[src/rtl/src_pkg.sv]
// package: register map, field layout and timing constants for sysref cal
package src_pkg;
    // ==========================================================
    // register offsets (8-bit register port, byte addresses)
    localparam logic [11:0] ADDR_ENABLE    = 12'h2b0; // enable register
    localparam logic [11:0] ADDR_CONFIG    = 12'h2b1; // configuration
    localparam logic [11:0] ADDR_STATUS_LO = 12'h2b2; // status [7:0]
    localparam logic [11:0] ADDR_STATUS_MI = 12'h2b3; // status [15:8]
    localparam logic [11:0] ADDR_STATUS_HI = 12'h2b4; // status [23:16]
    localparam logic [11:0] ADDR_TAD_LO    = 12'h2b5; // manual delay [7:0]
    localparam logic [11:0] ADDR_TAD_MI    = 12'h2b6; // manual delay [15:8]
    localparam logic [11:0] ADDR_TAD_HI    = 12'h2b7; // manual delay [23:16]
    // ==========================================================
    // reset values and field positions
    localparam logic [7:0]  ENABLE_RESET   = 8'h00;
    localparam logic [7:0]  CONFIG_RESET   = 8'h05;
    localparam logic [23:0] TAD_RESET      = 24'h000000;
    localparam int          ENABLE_BIT     = 0;
    localparam int          AVG_LSB        = 2;
    localparam int          ACC_LSB        = 0;
    localparam int          DONE_BIT       = 17;
    localparam int          DELAY_W        = 17;
    // ==========================================================
    // timing: bound on cal duration is 384*19*4^(avg+acc+2) cycles
    localparam int          CAL_BOUND_K    = 384 * 19;
    localparam logic [8:0]  ACC_BASE       = 9'h004; // 4 cycles, code 0
    localparam logic [8:0]  AVG_BASE       = 9'h004; // 4 averages, code 0
    // longest legal sysref period per accumulation code
    localparam logic [15:0] PERIOD_MAX0    = 16'd128;
    localparam logic [15:0] PERIOD_MAX1    = 16'd1664;
    localparam logic [15:0] PERIOD_MAX2    = 16'd7808;
    localparam logic [15:0] PERIOD_MAX3    = 16'd32384;
    // number of delay taps swept per calibration
    localparam logic [8:0]  TAP_COUNT      = 9'h180;
    // calibration state machine, one-hot
    typedef enum logic [3:0]
    {
        SRC_IDLE  = 4'b0001,
        SRC_SWEEP = 4'b0010,
        SRC_FINISH = 4'b0100,
        SRC_FAIL  = 4'b1000
    } src_state_type;
endpackage

[src/rtl/src_accum.sv]
// accumulator for one delay tap: counts sysref hits over all windows of the tap
`timescale 1ns/1ps
module src_accum
(
    input  wire logic        clk_sys,   // device clock
    input  wire logic        rst,       // sync reset, active high
    input  wire logic        start,     // pulse: begin a new tap
    input  wire logic [1:0]  acc_code,  // accumulation length select
    input  wire logic [1:0]  avg_code,  // averaging select
    input  wire logic        sysref_in, // sampled sysref
    output logic             tap_done,  // pulse: tap measured
    output logic [15:0]      tap_score, // hits over the tap
    output logic             too_long   // sysref period over limit
);
    // ==========================================================
    // counters
    logic [8:0]  win_reg;    // cycles left in this accumulation
    logic [8:0]  avg_reg;    // accumulations left for this tap
    logic [15:0] gap_reg;    // cycles since last sysref edge
    logic        sref_q_reg; // sysref delayed for edge detect
    logic        busy_reg;   // tap measurement running
    logic [15:0] limit;      // period limit for current code

    // 4^code scaled base minus one, used for both length fields
    function automatic logic [8:0] pow4(input logic [8:0] base,
                                        input logic [1:0] code);
        pow4 = 9'((base << (2 * code)) - 9'h001);
    endfunction

    // period limit lookup
    always_comb
    begin
        unique case (acc_code)
            2'h0: limit = src_pkg::PERIOD_MAX0;
            2'h1: limit = src_pkg::PERIOD_MAX1;
            2'h2: limit = src_pkg::PERIOD_MAX2;
            2'h3: limit = src_pkg::PERIOD_MAX3;
        endcase
    end

    // ==========================================================
    // window and average counting; 256 overflows 8 bits so the
    // count is kept as length minus one
    always_ff @(posedge clk_sys)
    begin
        if (rst || start)
        begin
            win_reg   <= pow4(src_pkg::ACC_BASE, acc_code);
            avg_reg   <= pow4(src_pkg::AVG_BASE, avg_code);
            busy_reg  <= start && !rst;
            tap_done  <= 1'b0;
            tap_score <= 16'h0000;
        end
        else if (busy_reg)
        begin
            tap_done <= 1'b0;
            if (sysref_in)
                tap_score <= tap_score + 16'h0001;
            if (win_reg != 9'h000)
                win_reg <= win_reg - 9'h001;
            else if (avg_reg != 9'h000)
            begin
                // next accumulation
                win_reg <= pow4(src_pkg::ACC_BASE, acc_code);
                avg_reg <= avg_reg - 9'h001;
            end
            else
            begin
                busy_reg <= 1'b0;
                tap_done <= 1'b1;
            end
        end
        else
            tap_done <= 1'b0;
    end

    // ==========================================================
    // sysref period watchdog: too long a gap fails the cal; the gap
    // spans tap boundaries, since at averaging code 0 a tap is far shorter than the longest
    // legal period and a per-tap restart would hide a slow sysref
    always_ff @(posedge clk_sys)
    begin
        if (rst)
        begin
            gap_reg    <= 16'h0000;
            sref_q_reg <= 1'b0;
            too_long   <= 1'b0;
        end
        else
        begin
            sref_q_reg <= sysref_in;
            if (sysref_in && !sref_q_reg)
                gap_reg <= 16'h0000;
            else if (gap_reg != 16'hffff)
                gap_reg <= gap_reg + 16'h0001;
            if (busy_reg && gap_reg > limit)
                too_long <= 1'b1;
        end
    end
endmodule // src_accum

[src/rtl/src_cal.sv]
// top: sysref timing calibration control with 8-bit register port
`timescale 1ns/1ps
// Function
// - enable low: delay output follows manual register
// - enable high: delay found automatically, manual ignored
// - rising enable starts a new sequence
// - averaging code selects 4/16/64/256 averages
// - accumulation code selects 4/16/64/256 cycles
// - sysref period over limit fails calibration
// - calibration ends within 384*19*4^(avg+acc+2) cycles
// - config resets to 0x05, enable to zero
// - done flag only when enabled and finished
// - status reports 17-bit inversion/coarse/fine delay
module src_cal
(
    input  wire logic        clk_sys,      // device clock
    input  wire logic        rst,          // sync reset, active high
    input  wire logic        reg_wr,       // register write strobe
    input  wire logic        reg_rd,       // register read strobe
    input  wire logic [11:0] reg_addr,     // register address
    input  wire logic [7:0]  reg_wdata,    // write data
    input  wire logic        sysref_in,    // sampled sysref
    output logic [7:0]       reg_rdata,    // read data, next cycle
    output logic [16:0]      delay_out,    // applied clock delay
    output logic             cal_complete_flag // done, enabled
);
    // ==========================================================
    // registers
    logic [7:0]  sysref_cal_enable_reg; // enable + reserved
    logic [7:0]  sysref_cal_config;     // avg/acc + reserved
    logic [23:0] tad_manual_reg;        // manual delay + reserved
    logic [16:0] computed_delay_result; // best tap found
    logic        done_reg;              // sequence finished
    logic [15:0] best_score_reg;        // best tap score so far
    logic [8:0]  tap_reg;               // tap under test
    logic        enable_q_reg;          // enable for edge detect
    logic        tap_start_reg;         // pulse to accumulator
    src_pkg::src_state_type state_reg;  // sequencer state
    logic        tap_done;              // accumulator tap finished
    logic [15:0] tap_score;             // accumulator result
    logic        too_long;              // sysref period fault
    logic        enable_bit;            // calibration enable
    logic        rise;                  // 0-to-1 of enable
    logic        accum_clear;           // accumulator clear, per sequence
    logic [23:0] status_word;           // assembled status

    assign enable_bit  = sysref_cal_enable_reg[src_pkg::ENABLE_BIT];
    assign rise        = enable_bit && !enable_q_reg;
    // a new sequence also restarts the sysref watchdog, so a stale gap
    // from before enable cannot fail the first tap
    assign accum_clear = rst || rise;
    assign status_word = {6'h00, cal_complete_flag, computed_delay_result};

    // ==========================================================
    // register writes; all bits stored, reserved ones unused
    always_ff @(posedge clk_sys)
    begin
        if (rst)
        begin
            sysref_cal_enable_reg <= src_pkg::ENABLE_RESET;
            sysref_cal_config     <= src_pkg::CONFIG_RESET;
            tad_manual_reg        <= src_pkg::TAD_RESET;
        end
        else if (reg_wr)
        begin
            unique case (reg_addr)
                src_pkg::ADDR_ENABLE: sysref_cal_enable_reg <= reg_wdata;
                src_pkg::ADDR_CONFIG: sysref_cal_config <= reg_wdata;
                src_pkg::ADDR_TAD_LO: tad_manual_reg[7:0]   <= reg_wdata;
                src_pkg::ADDR_TAD_MI: tad_manual_reg[15:8]  <= reg_wdata;
                src_pkg::ADDR_TAD_HI: tad_manual_reg[23:16] <= reg_wdata;
                default: ; // unmapped or read-only: write dropped
            endcase
        end
    end

    // ==========================================================
    // read port, one cycle latency; unmapped reads as zero
    always_ff @(posedge clk_sys)
    begin
        if (rst)
            reg_rdata <= 8'h00;
        else if (reg_rd)
        begin
            unique case (reg_addr)
                src_pkg::ADDR_ENABLE:    reg_rdata <= sysref_cal_enable_reg;
                src_pkg::ADDR_CONFIG:    reg_rdata <= sysref_cal_config;
                src_pkg::ADDR_STATUS_LO: reg_rdata <= status_word[7:0];
                src_pkg::ADDR_STATUS_MI: reg_rdata <= status_word[15:8];
                src_pkg::ADDR_STATUS_HI: reg_rdata <= status_word[23:16];
                src_pkg::ADDR_TAD_LO:    reg_rdata <= tad_manual_reg[7:0];
                src_pkg::ADDR_TAD_MI:    reg_rdata <= tad_manual_reg[15:8];
                src_pkg::ADDR_TAD_HI:    reg_rdata <= tad_manual_reg[23:16];
                default:                 reg_rdata <= 8'h00;
            endcase
        end
    end

    // ==========================================================
    // sequencer: sweep taps, keep best score; a rising enable
    // always restarts, clearing the done state
    always_ff @(posedge clk_sys)
    begin
        if (rst)
        begin
            state_reg             <= src_pkg::SRC_IDLE;
            enable_q_reg          <= 1'b0;
            tap_start_reg         <= 1'b0;
            tap_reg               <= 9'h000;
            best_score_reg        <= 16'h0000;
            computed_delay_result <= 17'h00000;
            done_reg              <= 1'b0;
        end
        else
        begin
            enable_q_reg  <= enable_bit;
            tap_start_reg <= 1'b0;
            if (!enable_bit)
            begin
                state_reg <= src_pkg::SRC_IDLE;
                done_reg  <= 1'b0;
            end
            else if (rise)
            begin
                state_reg      <= src_pkg::SRC_SWEEP;
                tap_reg        <= 9'h000;
                best_score_reg <= 16'h0000;
                done_reg       <= 1'b0;
                tap_start_reg  <= 1'b1;
            end
            else
            begin
                unique case (state_reg)
                    src_pkg::SRC_IDLE: ;
                    src_pkg::SRC_SWEEP:
                    begin
                        if (too_long)
                            state_reg <= src_pkg::SRC_FAIL;
                        else if (tap_done)
                        begin
                            // pick the tap landing closest to sysref
                            if (tap_score >= best_score_reg)
                            begin
                                best_score_reg <= tap_score;
                                computed_delay_result <=
                                    {tap_reg[8], tap_reg[7:0], 8'h00};
                            end
                            if (tap_reg == src_pkg::TAP_COUNT - 9'h001)
                            begin
                                state_reg <= src_pkg::SRC_FINISH;
                                done_reg  <= 1'b1;
                            end
                            else
                            begin
                                tap_reg       <= tap_reg + 9'h001;
                                tap_start_reg <= 1'b1;
                            end
                        end
                    end
                    src_pkg::SRC_FINISH: ; // hold result
                    src_pkg::SRC_FAIL: ;    // done stays low
                    default: state_reg <= src_pkg::SRC_IDLE;
                endcase
            end
        end
    end

    // ==========================================================
    // outputs straight from flops
    always_ff @(posedge clk_sys)
    begin
        if (rst)
        begin
            delay_out         <= 17'h00000;
            cal_complete_flag <= 1'b0;
        end
        else
        begin
            cal_complete_flag <= done_reg && enable_bit;
            if (!enable_bit)
                delay_out <= tad_manual_reg[16:0];
            else if (done_reg)
                delay_out <= computed_delay_result;
        end
    end

    // tap measurement engine
    src_accum u_accum
    (
        .clk_sys   (clk_sys),
        .rst       (accum_clear),
        .start     (tap_start_reg),
        .acc_code  (sysref_cal_config[src_pkg::ACC_LSB +: 2]),
        .avg_code  (sysref_cal_config[src_pkg::AVG_LSB +: 2]),
        .sysref_in (sysref_in),
        .tap_done  (tap_done),
        .tap_score (tap_score),
        .too_long  (too_long)
    );

    // ==========================================================
    // checks
    property p_manual;
        @(posedge clk_sys) disable iff (rst)
        !enable_bit |=> delay_out == $past(tad_manual_reg[16:0]);
    endproperty
    a_manual: assert property (p_manual) else $error("manual delay");

    property p_hold;
        @(posedge clk_sys) disable iff (rst)
        (enable_bit && !done_reg && $past(enable_bit))
            |=> $stable(delay_out);
    endproperty
    a_hold: assert property (p_hold) else $error("delay moved");

    property p_restart;
        @(posedge clk_sys) disable iff (rst)
        rise |=> state_reg == src_pkg::SRC_SWEEP && !done_reg;
    endproperty
    a_restart: assert property (p_restart) else $error("no restart");

    property p_done;
        @(posedge clk_sys) disable iff (rst)
        cal_complete_flag |-> $past(enable_bit) && $past(done_reg);
    endproperty
    a_done: assert property (p_done) else $error("bad done");

    property p_reset;
        @(posedge clk_sys) rst |=> sysref_cal_config == 8'h05
            && sysref_cal_enable_reg == 8'h00;
    endproperty
    a_reset: assert property (p_reset) else $error("reset value");

    property p_apply;
        @(posedge clk_sys) disable iff (rst)
        (enable_bit && done_reg) ##1 enable_bit
            |-> delay_out == $past(computed_delay_result);
    endproperty
    a_apply: assert property (p_apply) else $error("not applied");
endmodule // src_cal

[config.mk]
export PLATFORM = sky130hd
export DESIGN_NAME = src_cal
export DESIGN_NICKNAME = d
export VERILOG_FILES = /design/src/rtl/src_pkg.sv /design/src/rtl/src_accum.sv /design/src/rtl/src_cal.sv
export SDC_FILE = /design/constraint.sdc
export NUM_CORES = 1
export LEC_CHECK = 0
export ABC_CLOCK_PERIOD_IN_PS = 3640
export BUFFER_PORTS_ARGS = -buffer_cell sky130_fd_sc_hd__buf_2
export CAP_MARGIN = 40
export CORE_ASPECT_RATIO = 1.2
export CORE_UTILIZATION = 50
export CTS_CLUSTER_DIAMETER = 30
export DETAILED_ROUTE_END_ITERATION = 8
export PLACE_DENSITY = 0.69
export SLEW_MARGIN = 10
export SYNTH_ARGS = -nofsm -noshare
export SYNTH_HDL_FRONTEND = slang
export SYNTH_SLANG_ARGS = --single-unit
export TNS_END_PERCENT = 1
[constraint.sdc]
create_clock -name clk_sys -period 3.64 [get_ports clk_sys]
set_input_delay 0.546 -clock clk_sys [delete_from_list [all_inputs] [get_ports clk_sys]]
set_output_delay 0.546 -clock clk_sys [all_outputs]
set_load 0.02 [all_outputs]
==> summary.txt <==
Resized cells post-CTS: 0
Worst path max stage delay: 0.53 ns
R2R Setup Slk: 0.98 ns
number of cells on the worst hold path: 3
Chip Height: 139 µm
crit end category: flop
post-synthesis register bit count: 161
Synth async-reset ratio: 0%
post-DR vias/cell: 5.59
area of the multi-input gates: 4110 µm²
XOR/XNOR Fraction of Synth Area: 3.71%
Compound-Gate Fraction of Synth Area: 12.1%
CTS root buf: clkbuf_16
first-pass GRT wire length: 29.2 mm
combinational family with the most area after synthesis: simple AND/OR/NAND/NOR gates
Final WS setup: 0.985 ns
Max clock buf depth: 2
share of layout cells above drive strength 1: 12.9%
Area contributors post-synth: dfxtp_1 37%, mux2i_1 8.1%, edfxtp_1 6.9%
worst skew pair latency: 0.43 ns
synthesis warning total: 0
setup bufs post-CTS: 0
final instance area: 8810 µm²
Die X: 116 µm
GR Util All Layers: 23.2%
net count after synthesis: 928
CP required: 4.00 ns
CP arrival: 3.01 ns
fin crit share: 72.9%
crit path cell chain: inv_1, ha_1, nand2b_1, a2111oi_0, a2111oi_2, o31ai_4, buf_4, mux2i_1
Yosys top cell by area: dfxtp_1
Yosys top cell area share: 36.7%
syn avg cell area: 8.92 µm²
reg2reg path depth: 8
max reg flops: 24
r2r startpoint: u_accum.tap_score[0]
DIE AREA: 16100 µm²
total number of vias: 6320
clock-pin slew on the worst setup and hold paths: 0.07 ns
Slew Limit Headroom: 39.7%
Final Wtd Congestion: 0.926
Seq/Total Area, Yosys: 43.6%
Reg area: 3400 µm²
Placement Rows: 49
Final #Nets: 967
final hold vios: 0
dpl ws: 0.939 ns
fmax: 0.377 GHz
cell area after synthesis: 7800 µm²
pin slew with the least headroom to its limit: 0.903 ns
Starting Density: 51.5%
io pins: 51
drt initial violations: 333
EDFF count, synth: 18
initial antenna violation count: 0
clk_skew: 0.0112 ns
Antenna Cells: 0
post-route core utilization: 58.2%
Cells after Synth: 874
area grow syn2layout: 12.9%
largest net degree at the start of global routing: 92
TritonCTS Sinks: 161
core area: 15100 µm²
Worst path slowest cell: a2111oi_0
Sum Neg Setup Slack: 0 ns
Worst VDD drop: 0.306 mV
critical path type: flop to flop
CP Launch Point: u_accum.tap_score[0]
grt total ovfl: 0
DR pass1 iterations: 5
detailed placement HPWL: 12.2 mm
R2R Path End: best_score_reg[12]
multiplexer share of the synthesized area: 9.67%
fillcell total: 1378
drt wl/cell: 15.6 µm
vias in the first global route: 5886
minimum clock period: 2.66 ns
Synth Area in Adders: 4.65%
drt drc: 0
Worst Hold End: u_accum.sref_q_reg
predominant post-synthesis flop cell: dfxtp_1
Pins Over Slew Limit: 0
Pwr Total: 3.74 mW
Post-DRT Antenna Nets: 0
drt total wl: 17.6 mm
worst-path fanout max: 11
RSZ-0062 raised after global routing: no
leakage: 3.26 nW
Yosys cell types: 67
simple-gate area share of the yosys netlist: 22.5%
port buffer count: 50
Hold Path Class: input pin to flop
CTS buffer count: 17
max-cap violation count: 0
Worst Hold Launch: sysref_in
dpl cell area: 8220 µm²
Startpoint Class: flop
power per cell area: 424 nW/µm²
CTS tree: built
H-tree depth: 4
hold buffer count at cts: 0
run status: finished clean
final setup violation count: 0
==> power breakdown <==
group	switching, mW	internal, mW	total (mW)	leakage, nW
Clock	0.797	0.985	1.78	0.283
Sequential	0.0128	1.81	1.82	1.32
Combinational	0.0866	0.0462	0.133	1.66
==> cell type report <==
type | count | share of cell area, %
Inverter | 34 | 1.45
Multi-Input combinational cell | 638 | 46.6
Sequential cell | 161 | 38.6
Tap cell | 204 | 2.90
Clock buffer | 18 | 4.99
Clock inverter | 14 | 1.66
Timing Repair Buffer | 61 | 3.75
==> logic make-up after synthesis <==
| family | after synthesis |
|---|---|
| xor gates and xnor gates | 33 |
| DFF | 161 |
| AOI/OAI and AO/OA | 149 |
| muxes | 73 |
| and+or+nand+nor | 354 |
| adders and majority gates | 29 |
| buffers and inverters | 75 |
==> critical path: cells and delay by family (launching register included) <==
kind | cells | cell delay, ns
adders and majority gates | 1 | 0.27
AOI/OAI and AO/OA | 3 | 1.15
muxes | 1 | 0.21
buffers and inverters | 2 | 0.39
and+or+nand+nor | 1 | 0.14
DFF | 1 | 0.42
==> through the flow <==
step	cells	hold slack [ns]
after global routing	1130	0.395
final	1130	0.397
after global placement	1096	0.439
after CTS	1130	0.378
after detailed placement	1098	0.443
after floorplan	874	0.428
==> layer usage <==
layer  wire [µm]  track usage (%)  part of all wire, %
met5           0                0                    0
met4         467             9.72                  2.6
met2        8400             37.2                   48
met1        7880             30.2                   45
met3         893             4.85                  5.1
==> cells in the final DEF (no fill, tap or decap), drive strengths merged, types with 9 or more instances in the layout <==
cell / instances
a21oi: 56
a211oi: 10
inv: 42
mux2: 9
nand4: 18
or3: 11
clkbuf: 18
mux2i: 63
nor4: 13
buf: 61
o21ai: 31
xor2: 14
dfxtp: 143
nand3: 18
nor2: 88
xnor2: 19
nand2: 121
edfxtp: 18
nand2b: 27
nor3: 15
a221oi: 10
ha: 29
==> cell usage after synthesis, drive strengths merged, types with 6 or more instances <==
master / n
dfxtp: 143
nand2: 121
nor2: 88
mux2i: 63
a21oi: 56
clkbuf: 34
inv: 34
o21ai: 31
ha: 29
nand2b: 27
xnor2: 19
edfxtp: 18
nand3: 18
nand4: 18
nor3: 15
xor2: 14
nor4: 13
or3: 11
a211oi: 10
a221oi: 10
mux2: 9
a22oi: 7
a31oi: 7
buf: 7
and3: 6
and4: 6
==> worst max path at each step <==
stage | end | slack, ns | depth (start not counted)
4_1_cts | best_score_reg[14] | 0.98 | 8
2_1_floorplan | best_score_reg[10] | 1.22 | 8
3_3_place_gp | tad_manual_reg[4] | 1.02 | 6
5_1_grt | best_score_reg[9] | 0.71 | 8
6_report | best_score_reg[12] | 0.98 | 8
3_5_place_dp | tad_manual_reg[7] | 0.94 | 6
No activity file was read; power rests on OpenSTA's default activity.
